--- config.mk ---
export PLATFORM = sky130hd
export DESIGN_NAME = rfpkd_regs
export DESIGN_NICKNAME = d
export VERILOG_FILES = /design/src/core/rfpkd_pkg.sv /design/src/core/rfpkd_regs.sv
export VERILOG_INCLUDE_DIRS = /design/src /design/src/core
export SDC_FILE = /design/constraint.sdc
export NUM_CORES = 1
export LEC_CHECK = 0
export BUFFER_PORTS_ARGS = -buffer_cell sky130_fd_sc_hd__clkbuf_2
export CAP_MARGIN = 30
export CORE_ASPECT_RATIO = 0.9
export CORE_MARGIN = 5
export CORE_UTILIZATION = 67
export CTS_CLUSTER_SIZE = 30
export DETAILED_ROUTE_END_ITERATION = 10
export PLACE_DENSITY = 0.84
export SLEW_MARGIN = 20
export SYNTH_ARGS = -nofsm -noshare
export SYNTH_HDL_FRONTEND = slang
export SYNTH_SLANG_ARGS = --single-unit
--- constraint.sdc ---
create_clock -name mclk -period 10.7 [get_ports mclk]
set_clock_uncertainty 0.15 [all_clocks]
set_input_delay 0 -clock mclk [delete_from_list [all_inputs] [get_ports mclk]]
set_output_delay 0 -clock mclk [all_outputs]
set_load 0.01 [all_outputs]
--- src/core/rfpkd_params.svh ---
`ifndef RFPKD_PARAMS_SVH
`define RFPKD_PARAMS_SVH
`define RFPKD_CLK_NS 10
`define RFPKD_SIL_UNIT_NS 200000
`define RFPKD_PWM_STEP_NS 208000
`define RFPKD_HOLD_UNIT_NS 100000000
`define RFPKD_PWM_STEPS 6'h28
`define RFPKD_PWM_MAX_DUTY 6'h26
`define RFPKD_PWM_BASE 6'h0D
`define RFPKD_MARGIN_CAP 8'h28
`define RFPKD_HOLD_FOREVER 8'hFF
`define RFPKD_CODE_FAULT 8'h0F
`define RFPKD_CODE_GOOD 8'h10
`define RFPKD_CODE_FACTORY 8'h0E
`define RFPKD_CODE_FWVER 8'h14
`define RFPKD_CODE_IN2 8'h16
`define RFPKD_CODE_DROP 8'h1B
`define RFPKD_CODE_LEVEL 8'h1C
`define RFPKD_CODE_THRESH 8'h20
`define RFPKD_CODE_SILENCE 8'h21
`define RFPKD_CODE_HOLD 8'h22
`define RFPKD_CODE_SER_HI 8'h25
`define RFPKD_CODE_SER_LO 8'h26
`define RFPKD_CODE_MAXPKT 8'h29
`define RFPKD_CODE_BUFSZ 8'h2C
`define RFPKD_MAXPKT_MIN 16'h0002
`define RFPKD_MAXPKT_MAX 16'h0100
`define RFPKD_MAXPKT_RST 16'h0040
`define RFPKD_THRESH_RST 16'h0001
`define RFPKD_IN2_MAX 8'h02
`define RFPKD_IN2_BINCMD 8'h01
`define RFPKD_IN2_RTS 8'h02
`define RFPKD_TALLY_MAX 16'hFFFF
`define RFPKD_STRAP_SETTLE 2'h3
`endif

--- src/core/rfpkd_pkg.sv ---
package rfpkd_pkg;
	// one host command: code selects the parameter, write flags a load of data
	typedef struct packed {
		logic write;
		logic [7:0] code;
		logic [15:0] data;
	} rfpkd_cmd_t;

	// one received rf packet report
	typedef struct packed {
		logic [7:0] level;
		logic [7:0] margin_db;
	} rfpkd_rxpkt_t;

	typedef enum logic [1:0] {
		RFPKD_GATHER,
		RFPKD_STREAM
	} rfpkd_pk_state_t;

	typedef enum logic [1:0] {
		RFPKD_PIN_SETTLE,
		RFPKD_PIN_LOW,
		RFPKD_PIN_PWM
	} rfpkd_pin_state_t;
endpackage : rfpkd_pkg

--- src/core/rfpkd_regs.sv ---
`timescale 1ns/1ps
`include "rfpkd_params.svh"
module rfpkd_regs #(
	parameter int SIL_UNIT_CYC = `RFPKD_SIL_UNIT_NS / `RFPKD_CLK_NS,
	parameter int PWM_STEP_CYC = `RFPKD_PWM_STEP_NS / `RFPKD_CLK_NS,
	parameter int HOLD_UNIT_CYC = `RFPKD_HOLD_UNIT_NS / `RFPKD_CLK_NS,
	// identity values below are arbitrary
	parameter logic [15:0] FW_VERSION = 16'h1000,
	parameter logic [15:0] SERIAL_HI = 16'h0001,
	parameter logic [15:0] SERIAL_LO = 16'h0002,
	parameter logic [7:0] IN_BUF_SIZE = 8'h80
) (
	// clock and reset
	input wire logic mclk,
	input wire logic reset,
	// host command port
	input wire logic cmd_valid,
	input wire rfpkd_pkg::rfpkd_cmd_t cmd,
	output logic rsp_valid,
	output logic [15:0] rsp_data,
	output logic rsp_err,
	// host input queue and transmit engine
	input wire logic host_byte_valid,
	input wire logic queue_empty,
	output logic tx_active,
	// rf receive and retry events
	input wire logic rx_pkt_valid,
	input wire rfpkd_pkg::rfpkd_rxpkt_t rx_pkt,
	input wire logic rx_fault_evt,
	input wire logic drop_evt,
	// shared config/pwm pin
	input wire logic cfg_pin_in,
	output logic cfg_pin_out,
	output logic cfg_pin_oe,
	output logic cmd_mode,
	// input2 line decode
	output logic bin_cmd_en,
	output logic rts_flow_en
);
	localparam int SW = $clog2(SIL_UNIT_CYC + 1);
	localparam int PW = $clog2(PWM_STEP_CYC + 1);
	localparam int HW = $clog2(HOLD_UNIT_CYC + 1);

	// ************************************************
	// parameter registers and command decode
	// ************************************************
	logic [15:0] max_packet_size_reg;
	logic [15:0] packet_char_threshold_reg;
	logic [15:0] packet_silence_timeout_reg;
	logic [7:0] input2_line_function_reg;
	logic [7:0] signal_strength_pwm_hold_reg;
	logic [15:0] rx_fault_tally_reg;
	logic [15:0] rx_good_tally_reg;
	logic [15:0] unacked_drop_tally_reg;
	logic [7:0] last_signal_level_reg;
	logic wr;
	logic factory;
	logic [15:0] rd_data;
	logic rd_err;

	assign wr = cmd_valid && cmd.write;
	assign factory = cmd_valid && cmd.code == `RFPKD_CODE_FACTORY;

	always_ff @(posedge mclk) begin
		if (reset || factory) begin
			max_packet_size_reg <= `RFPKD_MAXPKT_RST;
			packet_char_threshold_reg <= `RFPKD_THRESH_RST;
			packet_silence_timeout_reg <= 16'h0000;
			input2_line_function_reg <= 8'h00;
			signal_strength_pwm_hold_reg <= 8'h00;
		end else if (wr) begin
			if (cmd.code == `RFPKD_CODE_MAXPKT) begin
				// out-of-range sizes are ignored, not clamped
				if (cmd.data >= `RFPKD_MAXPKT_MIN && cmd.data <= `RFPKD_MAXPKT_MAX) begin
					max_packet_size_reg <= cmd.data;
					if (cmd.data < packet_char_threshold_reg) begin
						packet_char_threshold_reg <= cmd.data;
					end
				end
			end else if (cmd.code == `RFPKD_CODE_THRESH) begin
				if (cmd.data != 16'h0000 && cmd.data <= max_packet_size_reg) begin
					packet_char_threshold_reg <= cmd.data;
				end
			end else if (cmd.code == `RFPKD_CODE_SILENCE) begin
				packet_silence_timeout_reg <= cmd.data;
			end else if (cmd.code == `RFPKD_CODE_IN2) begin
				if (cmd.data[7:0] <= `RFPKD_IN2_MAX && cmd.data[15:8] == 8'h00) begin
					input2_line_function_reg <= cmd.data[7:0];
				end
			end else if (cmd.code == `RFPKD_CODE_HOLD) begin
				signal_strength_pwm_hold_reg <= cmd.data[7:0];
			end
		end
	end

	always_ff @(posedge mclk) begin
		if (reset) begin
			bin_cmd_en <= 1'b0;
			rts_flow_en <= 1'b0;
		end else begin
			bin_cmd_en <= input2_line_function_reg == `RFPKD_IN2_BINCMD;
			rts_flow_en <= input2_line_function_reg == `RFPKD_IN2_RTS;
		end
	end

	// ************************************************
	// diagnostic tallies
	// ************************************************
	// a host load in the same cycle as an event wins: the host asked for that value
	always_ff @(posedge mclk) begin
		if (reset) begin
			rx_fault_tally_reg <= 16'h0000;
		end else if (wr && cmd.code == `RFPKD_CODE_FAULT) begin
			rx_fault_tally_reg <= cmd.data;
		end else if (rx_fault_evt && rx_fault_tally_reg != `RFPKD_TALLY_MAX) begin
			rx_fault_tally_reg <= rx_fault_tally_reg + 16'h0001;
		end
	end

	always_ff @(posedge mclk) begin
		if (reset) begin
			rx_good_tally_reg <= 16'h0000;
		end else if (wr && cmd.code == `RFPKD_CODE_GOOD) begin
			rx_good_tally_reg <= cmd.data;
		end else if (rx_pkt_valid && rx_good_tally_reg != `RFPKD_TALLY_MAX) begin
			rx_good_tally_reg <= rx_good_tally_reg + 16'h0001;
		end
	end

	always_ff @(posedge mclk) begin
		if (reset) begin
			unacked_drop_tally_reg <= 16'h0000;
		end else if (drop_evt && unacked_drop_tally_reg != `RFPKD_TALLY_MAX) begin
			unacked_drop_tally_reg <= unacked_drop_tally_reg + 16'h0001;
		end
	end

	always_ff @(posedge mclk) begin
		if (reset) begin
			last_signal_level_reg <= 8'h00;
		end else if (rx_pkt_valid) begin
			last_signal_level_reg <= rx_pkt.level;
		end
	end

	// ************************************************
	// read answer
	// ************************************************
	always_comb begin
		rd_data = 16'h0000;
		rd_err = 1'b0;
		if (cmd.code == `RFPKD_CODE_MAXPKT) begin
			rd_data = max_packet_size_reg;
		end else if (cmd.code == `RFPKD_CODE_THRESH) begin
			rd_data = packet_char_threshold_reg;
		end else if (cmd.code == `RFPKD_CODE_SILENCE) begin
			rd_data = packet_silence_timeout_reg;
		end else if (cmd.code == `RFPKD_CODE_IN2) begin
			rd_data = {8'h00, input2_line_function_reg};
		end else if (cmd.code == `RFPKD_CODE_HOLD) begin
			rd_data = {8'h00, signal_strength_pwm_hold_reg};
		end else if (cmd.code == `RFPKD_CODE_FAULT) begin
			rd_data = rx_fault_tally_reg;
		end else if (cmd.code == `RFPKD_CODE_GOOD) begin
			rd_data = rx_good_tally_reg;
		end else if (cmd.code == `RFPKD_CODE_DROP) begin
			rd_data = unacked_drop_tally_reg;
		end else if (cmd.code == `RFPKD_CODE_LEVEL) begin
			rd_data = {8'h00, last_signal_level_reg};
		end else if (cmd.code == `RFPKD_CODE_FWVER) begin
			rd_data = FW_VERSION;
		end else if (cmd.code == `RFPKD_CODE_SER_HI) begin
			rd_data = SERIAL_HI;
		end else if (cmd.code == `RFPKD_CODE_SER_LO) begin
			rd_data = SERIAL_LO;
		end else if (cmd.code == `RFPKD_CODE_BUFSZ) begin
			rd_data = {8'h00, IN_BUF_SIZE};
		end else if (cmd.code == `RFPKD_CODE_FACTORY) begin
			rd_data = 16'h0000;
		end else begin
			rd_err = 1'b1;
		end
	end

	always_ff @(posedge mclk) begin
		if (reset) begin
			rsp_valid <= 1'b0;
			rsp_data <= 16'h0000;
			rsp_err <= 1'b0;
		end else begin
			rsp_valid <= cmd_valid;
			rsp_data <= cmd_valid ? rd_data : 16'h0000;
			rsp_err <= cmd_valid && rd_err;
		end
	end

	// ************************************************
	// packetizer
	// ************************************************
	rfpkd_pkg::rfpkd_pk_state_t pk_state;
	logic [15:0] byte_cnt;
	logic [SW-1:0] sil_pre;
	logic [15:0] sil_units;
	logic start_now;

	// silence counting is free-running per unit; any byte restarts it
	always_ff @(posedge mclk) begin
		if (reset || host_byte_valid) begin
			sil_pre <= '0;
			sil_units <= 16'h0000;
		end else if (sil_pre == SW'(SIL_UNIT_CYC - 1)) begin
			sil_pre <= '0;
			if (sil_units != 16'hFFFF) begin
				sil_units <= sil_units + 16'h0001;
			end
		end else begin
			sil_pre <= sil_pre + 1'b1;
		end
	end

	assign start_now = !queue_empty && byte_cnt != 16'h0000 &&
		(byte_cnt >= packet_char_threshold_reg ||
		(packet_silence_timeout_reg != 16'h0000 && sil_units >= packet_silence_timeout_reg));

	always_ff @(posedge mclk) begin
		if (reset) begin
			pk_state <= rfpkd_pkg::RFPKD_GATHER;
			byte_cnt <= 16'h0000;
			tx_active <= 1'b0;
		end else begin
			case (pk_state)
				rfpkd_pkg::RFPKD_GATHER: begin
					if (start_now) begin
						pk_state <= rfpkd_pkg::RFPKD_STREAM;
						tx_active <= 1'b1;
					end else if (host_byte_valid && byte_cnt != 16'hFFFF) begin
						byte_cnt <= byte_cnt + 16'h0001;
					end
				end
				default: begin
					// criteria are not rechecked while the queue still holds data
					byte_cnt <= 16'h0000;
					if (queue_empty) begin
						pk_state <= rfpkd_pkg::RFPKD_GATHER;
						tx_active <= 1'b0;
					end
				end
			endcase
		end
	end

	// ************************************************
	// signal-strength pwm and shared pin
	// ************************************************
	rfpkd_pkg::rfpkd_pin_state_t pin_state;
	logic [2:0] pin_sync;
	logic [1:0] settle_cnt;
	logic [PW-1:0] step_pre;
	logic [5:0] phase;
	logic [5:0] duty_reg;
	logic [5:0] duty_next;
	logic [8:0] margin_x3;
	logic [HW-1:0] hold_pre;
	logic [7:0] hold_left;
	logic pwm_live;

	always_ff @(posedge mclk) begin
		if (reset) begin
			pin_sync <= 3'h0;
		end else begin
			pin_sync <= {pin_sync[1:0], cfg_pin_in};
		end
	end

	always_ff @(posedge mclk) begin
		if (reset) begin
			step_pre <= '0;
			phase <= 6'h00;
		end else if (step_pre == PW'(PWM_STEP_CYC - 1)) begin
			step_pre <= '0;
			phase <= (phase == `RFPKD_PWM_STEPS - 6'h01) ? 6'h00 : phase + 6'h01;
		end else begin
			step_pre <= step_pre + 1'b1;
		end
	end

	// 0.6 step per dB above a base of 13 steps, capped at 38 of 40
	assign margin_x3 = {1'b0, rx_pkt.margin_db} * 9'h003;
	always_comb begin
		duty_next = 6'h00;
		if (rx_pkt.margin_db != 8'h00) begin
			if (rx_pkt.margin_db >= `RFPKD_MARGIN_CAP) begin
				duty_next = `RFPKD_PWM_MAX_DUTY;
			end else begin
				duty_next = `RFPKD_PWM_BASE + 6'(margin_x3 / 9'h005);
			end
		end
	end

	always_ff @(posedge mclk) begin
		if (reset) begin
			duty_reg <= 6'h00;
		end else if (rx_pkt_valid) begin
			duty_reg <= duty_next;
		end
	end

	always_ff @(posedge mclk) begin
		if (reset) begin
			hold_pre <= '0;
			hold_left <= 8'h00;
		end else if (rx_pkt_valid) begin
			hold_pre <= '0;
			hold_left <= signal_strength_pwm_hold_reg;
		end else if (hold_left != 8'h00) begin
			if (hold_pre == HW'(HOLD_UNIT_CYC - 1)) begin
				hold_pre <= '0;
				hold_left <= hold_left - 8'h01;
			end else begin
				hold_pre <= hold_pre + 1'b1;
			end
		end
	end

	assign pwm_live = signal_strength_pwm_hold_reg == `RFPKD_HOLD_FOREVER || hold_left != 8'h00;

	always_ff @(posedge mclk) begin
		if (reset) begin
			pin_state <= rfpkd_pkg::RFPKD_PIN_SETTLE;
			settle_cnt <= 2'h0;
			cmd_mode <= 1'b0;
			cfg_pin_oe <= 1'b0;
			cfg_pin_out <= 1'b0;
		end else begin
			case (pin_state)
				rfpkd_pkg::RFPKD_PIN_SETTLE: begin
					// wait for the synchroniser to fill before trusting the strap
					if (settle_cnt != `RFPKD_STRAP_SETTLE) begin
						settle_cnt <= settle_cnt + 2'h1;
					end else if (pin_sync[1] == pin_sync[2]) begin
						cmd_mode <= pin_sync[2];
						cfg_pin_oe <= 1'b1;
						pin_state <= rfpkd_pkg::RFPKD_PIN_LOW;
					end
				end
				rfpkd_pkg::RFPKD_PIN_LOW: begin
					cfg_pin_out <= 1'b0;
					if (rx_pkt_valid) begin
						pin_state <= rfpkd_pkg::RFPKD_PIN_PWM;
					end
				end
				default: begin
					cfg_pin_out <= pwm_live && phase < duty_reg;
				end
			endcase
		end
	end

	// ************************************************
	// checks
	// ************************************************
	a_maxpkt_range: assert property (@(posedge mclk) disable iff (reset)
		max_packet_size_reg >= `RFPKD_MAXPKT_MIN && max_packet_size_reg <= `RFPKD_MAXPKT_MAX)
		else $error("max packet size out of range");
	a_thresh_bound: assert property (@(posedge mclk) disable iff (reset)
		packet_char_threshold_reg != 16'h0000 && packet_char_threshold_reg <= max_packet_size_reg)
		else $error("threshold above packet size");
	a_thresh_start: assert property (@(posedge mclk) disable iff (reset)
		(pk_state == rfpkd_pkg::RFPKD_GATHER && !queue_empty && byte_cnt != 16'h0000 &&
		byte_cnt >= packet_char_threshold_reg) |=> tx_active)
		else $error("threshold reached without start");
	a_no_silence: assert property (@(posedge mclk) disable iff (reset)
		($rose(tx_active) && $past(packet_silence_timeout_reg) == 16'h0000) |->
		$past(byte_cnt) >= $past(packet_char_threshold_reg))
		else $error("silence start with timeout off");
	a_stream_hold: assert property (@(posedge mclk) disable iff (reset)
		(tx_active && !queue_empty) |=> tx_active)
		else $error("stream dropped with data queued");
	a_stream_end: assert property (@(posedge mclk) disable iff (reset)
		(tx_active && queue_empty) |=> !tx_active)
		else $error("stream kept on empty queue");
	a_fault_sat: assert property (@(posedge mclk) disable iff (reset)
		(rx_fault_tally_reg == `RFPKD_TALLY_MAX && !(wr && cmd.code == `RFPKD_CODE_FAULT)) |=>
		rx_fault_tally_reg == `RFPKD_TALLY_MAX)
		else $error("fault tally wrapped");
	a_good_load: assert property (@(posedge mclk) disable iff (reset)
		(wr && cmd.code == `RFPKD_CODE_GOOD) |=> rx_good_tally_reg == $past(cmd.data))
		else $error("good tally load lost");
	a_factory_rst: assert property (@(posedge mclk) disable iff (reset)
		factory |=> max_packet_size_reg == `RFPKD_MAXPKT_RST && packet_silence_timeout_reg == 16'h0000)
		else $error("factory defaults not restored");
	a_drop_count: assert property (@(posedge mclk) disable iff (reset)
		(drop_evt && unacked_drop_tally_reg != `RFPKD_TALLY_MAX) |=>
		unacked_drop_tally_reg == $past(unacked_drop_tally_reg) + 16'h0001)
		else $error("drop tally missed event");
	a_pin_low: assert property (@(posedge mclk) disable iff (reset)
		pin_state != rfpkd_pkg::RFPKD_PIN_PWM |-> !cfg_pin_out)
		else $error("shared pin high before first packet");
	a_duty_cap: assert property (@(posedge mclk) disable iff (reset)
		duty_reg <= `RFPKD_PWM_MAX_DUTY && phase < `RFPKD_PWM_STEPS)
		else $error("pwm duty or phase out of range");
	a_pwm_idle: assert property (@(posedge mclk) disable iff (reset)
		(signal_strength_pwm_hold_reg == 8'h00 && !rx_pkt_valid) |=> !cfg_pin_out)
		else $error("pwm active with hold disabled");
	a_cmd_answer: assert property (@(posedge mclk) disable iff (reset)
		cmd_valid |=> rsp_valid)
		else $error("command left unanswered");
endmodule : rfpkd_regs

Yosys cells after proc, flatten, opt, wreduce, memory -nomap -nowiden:

Cells that the tools add are included.

* RAM bits: 0
* memories: 0
* output and inout port bits: 24
* latch bits: 0
* bits in read-only memories: 0
* logic and storage cells: 204
* input port bits: 50
* register bits after elaboration: 259

* $add $sub $neg: 12
* multiply operators: 1
* reduce and logical (&&, ||, !) cells: 54
* shift operators: 0
* div/mod/pow operators: 1
* magnitude comparators: 9
* equality and inequality tests: 35
* muxes and demuxes: 54
* bitwise gates (word level): 8

Operators with widths (number)
* $mux W16: 17
* $add A16 B1 Y16 const B: 5
* $ne A16 B16 Y1 const B: 5
* $eq A8 B6 Y1 const B: 7
* $mux W8: 6
* $reduce_bool A16 Y1: 3
* $eq A8 B5 Y1 const B: 5
* $ge A16 B16 Y1: 2
* $add A15 B1 Y15 const B: 2
* $eq A15 B15 Y1 const B: 2
* $mux W13: 2
* $add A24 B1 Y24 const B: 1
* $eq A24 B24 Y1 const B: 1
* $mux W24: 1
* $mux W6: 3
* $mux W1: 17
* $eq A8 B4 Y1 const B: 2
* $ge A16 B2 Y1 const B: 1
* $le A16 B16 Y1: 1
* $le A16 B9 Y1 const B: 1
* $logic_and A1 B1 Y1: 16
* $lt A16 B16 Y1: 1
* $reduce_bool A2 Y1: 8
* $reduce_bool A8 Y1: 2
* 31 further kinds: 63

Depth between registers and ports, before layout:

* word-level depth: 16
* depth in mapped cells: 19
* depth with buffers taken out: 17

Least setup slack after synthesis:

Ideal clock, no wire load.

* path type: in2reg
* from: in rx_pkt[0] in the netlist's numbering
* to: reg duty_reg[4]
* arrival: 3.408 ns
* data required time: 10.429 ns
* setup time: 0.121 ns
* path slack: 7.021 ns
* buffers on the path: 2
* stages on the path: 18
* cell sequence: ha_1 > fa_1 > nand3_1 > a21boi_1 > or3_1 > buf_2 > nand3_2 > and3_1 > buf_6 > a211oi_2 > or4_4 > a32o_1 > xor2_1 > o211ai_1 > ha_1 > nor2_1 > xor2_1 > o21ai_0

* longest elaborated chain between the ends: 5
* elaborated cells between the ends (all ways): 7
* classes of those cells: add/sub: 1; mul: 1; div: 1; order compare: 1; mux: 2; reduce/logical: 1

Ends and longest elaborated chain
* start: declaration: RTL line rfpkd_regs.sv:28 `input wire rfpkd_pkg::rfpkd_rxpkt_t rx_pkt,`
* $mul A8 B2 Y9: RTL line rfpkd_regs.sv:288 `assign margin_x3 = {1'b0, rx_pkt.margin_db} * 9'h003;`
* $div A9 B3 Y9: RTL line rfpkd_regs.sv:295 `` duty_next = `RFPKD_PWM_BASE + 6'(margin_x3 / 9'h005); ``
* $add A4 B6 Y6 (no line)
* $mux W6: RTL line rfpkd_regs.sv:292 `` if (rx_pkt.margin_db >= `RFPKD_MARGIN_CAP) begin ``
* $mux W6 (*): RTL line rfpkd_regs.sv:291 `if (rx_pkt.margin_db != 8'h00) begin`
* end signal: assignment: RTL line rfpkd_regs.sv:304 `duty_reg <= duty_next;`
* end: declaration: RTL line rfpkd_regs.sv:260 `logic [5:0] duty_reg;`

Every way passes the cells marked *; elsewhere a longest branch is shown, timed or not.
A chain may end at the register's enable or synchronous reset.

Worst setup path after layout:

Ends and elaborated chain as after synthesis.

==> report_table.html <==
<table>
<tr><th>Metric</th><th>Value</th></tr>
<tr><th colspan="2">Timing</th></tr>
<tr><td>Final Hold Slack</td><td>0.0425 ns</td></tr>
<tr><td>Final total negative setup slack</td><td>0 ns</td></tr>
<tr><td>Final Max Slew Viols</td><td>0</td></tr>
<tr><td>Unrepaired setup endpoints after global routing</td><td>no</td></tr>
<tr><td>Final setup fails</td><td>0</td></tr>
<tr><td>Post-route fraction of the period consumed by the critical path</td><td>0.434</td></tr>
<tr><td>Transition time of the tightest slew-check pin</td><td>0.967 ns</td></tr>
<tr><td>Shortest clock period the worst path allows after layout</td><td>4.64 ns</td></tr>
<tr><td>Worst max-slew margin expressed relative to the limit</td><td>0.353</td></tr>
<tr><td>Timing-limited maximum frequency</td><td>215 MHz</td></tr>
<tr><td>Final Hold Fails</td><td>0</td></tr>
<tr><th colspan="2">Status</th></tr>
<tr><td>Status</td><td>completed</td></tr>
<tr><th colspan="2">Synth</th></tr>
<tr><td>Number of flops mapped to enable cells by yosys</td><td>0</td></tr>
<tr><td>Proportion of synthesized flip-flops having asynchronous set or reset</td><td>0</td></tr>
<tr><td>Primary FF master, synth</td><td>sky130_fd_sc_hd__dfxtp_1</td></tr>
<tr><td>Share of synthesized cell area in full adder, half adder and majority cells</td><td>0.0823</td></tr>
<tr><td>Largest family of logic cells by synthesized area</td><td>simple AND/OR/NAND/NOR gates</td></tr>
<tr><td>Mapped Area</td><td>0.0147 mm^2</td></tr>
<tr><td>Net count after synthesis</td><td>1946</td></tr>
<tr><td>Compound-Gate Fraction of Synth Area</td><td>0.171</td></tr>
<tr><td>Xor and xnor area share after synthesis</td><td>0.0709</td></tr>
<tr><td>Synthesized-area fraction occupied by and/or/nand/nor cells</td><td>0.244</td></tr>
<tr><td>Seq cells post-synth</td><td>257</td></tr>
<tr><td>Yosys warns</td><td>0</td></tr>
<tr><td>Post-synthesis mux area share</td><td>0.0341</td></tr>
<tr><td>Sequential cell area fraction in the yosys report</td><td>0.350</td></tr>
<tr><td>Number of cells produced by synthesis</td><td>1800</td></tr>
<tr><td>Number of distinct library cells after synthesis</td><td>85</td></tr>
<tr><td>Average cell area after synthesis</td><td>8.16 um^2</td></tr>
<tr><th colspan="2">Finish</th></tr>
<tr><td>Most frequent cells in the layout</td><td>257 x sky130_fd_sc_hd__dfxtp_1, 256 x sky130_fd_sc_hd__nor2_1, 153 x sky130_fd_sc_hd__nand2_1</td></tr>
<tr><td>Cell Count, Final, Fillers Out</td><td>2199</td></tr>
<tr><td>FILL cells</td><td>1517</td></tr>
<tr><td>Most common cell after layout, fill and taps aside</td><td>sky130_fd_sc_hd__dfxtp_1</td></tr>
<tr><td>Fraction of layout cells with a size suffix above 1</td><td>0.0933</td></tr>
<tr><td>Max FFs per register</td><td>24</td></tr>
<tr><td>Antenna cells</td><td>0</td></tr>
<tr><td>Register cell area after layout</td><td>0.00514 mm^2</td></tr>
<tr><td>Area of the multi-input gates</td><td>0.00886 mm^2</td></tr>
<tr><td>Nets</td><td>2036</td></tr>
<tr><td>Post-route cell area</td><td>0.0166 mm^2</td></tr>
<tr><td>Area added between synthesis and finish</td><td>13.1%</td></tr>
<tr><td>Register with the most flip-flops</td><td>hold_pre</td></tr>
<tr><th colspan="2">Setup path</th></tr>
<tr><td>Biggest fanout along the worst timing path</td><td>13</td></tr>
<tr><td>Setup crit start kind</td><td>input port</td></tr>
<tr><td>Category of the worst setup path capture point</td><td>flop</td></tr>
<tr><td>Crit Reg-Reg Startpoint</td><td>sil_units[0]</td></tr>
<tr><td>Setup crit start</td><td>rx_pkt[0]</td></tr>
<tr><td>Worst Setup Path Type</td><td>in2reg</td></tr>
<tr><td>Data required time of the critical path</td><td>10.98 ns</td></tr>
<tr><td>Critical path data arrival time</td><td>4.92 ns</td></tr>
<tr><th colspan="2">Die</th></tr>
<tr><td>Floorplan Core Area</td><td>0.0216 mm^2</td></tr>
<tr><td>Top Ports</td><td>74</td></tr>
<tr><td>Width of the chip</td><td>166 um</td></tr>
<tr><td>Number of cell rows</td><td>51</td></tr>
<tr><td>Die height</td><td>150 um</td></tr>
<tr><td>Initial core utilization</td><td>0.679</td></tr>
<tr><td>Full die area</td><td>0.0250 mm^2</td></tr>
<tr><th colspan="2">Power</th></tr>
<tr><td>Leakage dissipation</td><td>6.45 nW</td></tr>
<tr><td>Total power</td><td>2.36 mW</td></tr>
<tr><td>Power Dens Cells</td><td>142 mW/mm^2</td></tr>
<tr><td>Maximum vdd ir drop</td><td>0.000124 V</td></tr>
<tr><th colspan="2">Global route</th></tr>
<tr><td>Total global routing track utilization</td><td>0.311</td></tr>
<tr><td>Via count of the first global-routing pass</td><td>13000</td></tr>
<tr><td>First-pass GRT wire length</td><td>65700 um</td></tr>
<tr><td>Pin count of the biggest net entering global routing</td><td>60</td></tr>
<tr><td>Antenna violations before repair</td><td>0</td></tr>
<tr><td>Global route overflow</td><td>0</td></tr>
<tr><th colspan="2">Clock network</th></tr>
<tr><td>Deepest level of the CTS H-tree</td><td>1</td></tr>
<tr><td>Number of clock sinks seen by CTS</td><td>257</td></tr>
<tr><td>Clock root cell</td><td>sky130_fd_sc_hd__clkbuf_16</td></tr>
<tr><td>Number of clock buffers inserted by TritonCTS</td><td>27</td></tr>
<tr><td>Clock tree from TritonCTS</td><td>done</td></tr>
<tr><td>Clock network latency to the later pin of the worst-skew pair</td><td>0.54 ns</td></tr>
<tr><td>Maximum number of buffers from clock root to sink</td><td>3</td></tr>
<tr><td>Buffers inserted by post-CTS timing repair</td><td>0</td></tr>
<tr><td>Clock transition at path regs</td><td>0.07 ns</td></tr>
<tr><th colspan="2">Detailed routing</th></tr>
<tr><td>Per-cell routed wire length</td><td>18.3 um</td></tr>
<tr><td>Ratio of routed vias to standard cells</td><td>6.32</td></tr>
<tr><td>Wirelength, routed</td><td>40300 um</td></tr>
<tr><td>Initial DRT Pass Iterations</td><td>7</td></tr>
<tr><td>Residual DRC</td><td>0</td></tr>
<tr><td>DR iter-0 viols</td><td>1537</td></tr>
<tr><td>Overall via count from detail_route</td><td>13900</td></tr>
<tr><td>Post-route ant nets</td><td>0</td></tr>
<tr><th colspan="2">Flow run</th></tr>
<tr><td>Count of max-cap constraint violations</td><td>0</td></tr>
<tr><th colspan="2">Worst hold path</th></tr>
<tr><td>Worst hold path startpoint</td><td>cmd[16]</td></tr>
<tr><td>Worst hold-check path type</td><td>in2reg</td></tr>
<tr><th colspan="2">Placement</th></tr>
<tr><td>Detailed-placement wirelength estimate</td><td>27800 um</td></tr>
<tr><td>Post-placement cell count</td><td>2104</td></tr>
<tr><td>Global placer's final weighted congestion</td><td>0.932</td></tr>
<tr><td>Cell area after placement</td><td>0.0152 mm^2</td></tr>
<tr><td>Number of buffers added on ports</td><td>73</td></tr>
</table>
-- layout make-up --
type                       count  share of cell area
sequential                   257               0.310
inverter                      89              0.0201
clock inverter                 8             0.00731
multi-input combinational   1375               0.534
timing repair buffer         140              0.0603
clock buffer                  39              0.0470
tap                          291              0.0219
-- per-layer routing --
metal,share of wire,up-vias,GRT usage,wire (um)
li1,-,6595,-,-
met1,0.43,6500,0.433,17400
met2,0.44,694,0.494,17700
met3,0.094,115,0.0572,3790
met4,0.035,0,0.0994,1430
met5,0,-,0,0
-- critical path: stages --
cell                            delay, ns
sky130_fd_sc_hd__dlygate4sd3_1       0.53
sky130_fd_sc_hd__clkbuf_2            0.13
sky130_fd_sc_hd__ha_1                0.23
sky130_fd_sc_hd__fa_1                0.45
sky130_fd_sc_hd__nand3_1             0.19
sky130_fd_sc_hd__a21boi_1            0.15
sky130_fd_sc_hd__nor3_2              0.80
sky130_fd_sc_hd__nor4_2              0.15
sky130_fd_sc_hd__a211oi_4            0.48
sky130_fd_sc_hd__a211oi_2            0.09
sky130_fd_sc_hd__or4_4               0.54
sky130_fd_sc_hd__a32o_1              0.23
sky130_fd_sc_hd__xor2_1              0.23
sky130_fd_sc_hd__o211ai_1            0.15
sky130_fd_sc_hd__ha_1                0.23
sky130_fd_sc_hd__nor2_1              0.13
sky130_fd_sc_hd__xor2_1              0.14
sky130_fd_sc_hd__o21ai_0             0.08
-- where the power goes --
| group | internal (mW) | switching, mW | leakage (nW) | total [mW] |
|---|---|---|---|---|
| clock | 0.576 | 0.387 | 0.442 | 0.963 |
| combinational | 0.160 | 0.248 | 3.93 | 0.408 |
| sequential | 0.973 | 0.0148 | 2.08 | 0.988 |
| total | 1.71 | 0.650 | 6.45 | 2.36 |
-- per-stage QoR --
stage,setup slack [ns],util
after floorplan,7.02,-
after global placement,6.11,0.702
after detailed placement,6.05,0.704
after CTS,6.10,0.767
after global routing,5.61,0.768
final,6.06,0.768
-- synthesized netlist by cell type (6+ instances only) --
library cell                 n  area [um^2]
sky130_fd_sc_hd__nor3_1     44          220
sky130_fd_sc_hd__nand4_1    40          250
sky130_fd_sc_hd__nand2b_1   16          100
sky130_fd_sc_hd__a31o_2      8         70.1
sky130_fd_sc_hd__nand3_1    71          355
sky130_fd_sc_hd__a22oi_1    18          135
sky130_fd_sc_hd__a21oi_1   102          510
sky130_fd_sc_hd__o21a_1      6         45.0
sky130_fd_sc_hd__mux2i_1    50          500
sky130_fd_sc_hd__and2_1     17          106
sky130_fd_sc_hd__o221ai_1    9         78.8
sky130_fd_sc_hd__a311oi_1   10         87.6
sky130_fd_sc_hd__a211oi_1   30          225
sky130_fd_sc_hd__inv_1      88          330
sky130_fd_sc_hd__and3_1     35          219
sky130_fd_sc_hd__a21o_1     29          218
sky130_fd_sc_hd__or3_1      33          206
sky130_fd_sc_hd__and4_1      7         61.3
sky130_fd_sc_hd__ha_1       95         1190
sky130_fd_sc_hd__xnor2_1    50          438
sky130_fd_sc_hd__a222oi_1   14          140
sky130_fd_sc_hd__dfxtp_1   257         5140
sky130_fd_sc_hd__nor3b_1     7         52.6
sky130_fd_sc_hd__buf_2       8         40.0
sky130_fd_sc_hd__o21ai_0    57          285
sky130_fd_sc_hd__xor2_1     67          587
sky130_fd_sc_hd__nor2_1    256          961
sky130_fd_sc_hd__clkbuf_1   64          240
sky130_fd_sc_hd__nand2_1   153          574
sky130_fd_sc_hd__or2_2      11         68.8
sky130_fd_sc_hd__o31ai_1     7         52.6
sky130_fd_sc_hd__a221oi_1    6         52.6
sky130_fd_sc_hd__a31oi_1    17          106
sky130_fd_sc_hd__nor4_1     21          131
sky130_fd_sc_hd__nor2b_1    13         81.3
-- worst paths after layout --
kind / endpoint / slack, ns / cells after the start
max: duty_reg[4] / 6.06 / 18
min: rsp_data[3] / 0.04 / 5
max reg2reg: byte_cnt[14] / 6.95 / 14
min reg2reg: sil_pre[0] / 0.29 / 1
-- cell families after synthesis --
logic type | Yosys count
and+or+nand+nor | 745
AOI/OAI and AO/OA | 366
DFF | 257
buffers and inverters | 168
xor gates and xnor gates | 118
adders and majority gates | 96
muxes | 50
-- timing repair --
action / in CTS / in global routing
hold buffers: 47 / 0
endpoints found under the hold margin: 147 / 0
gates resized for setup: 0 / 0
No activity file was read; power rests on OpenSTA's default activity.
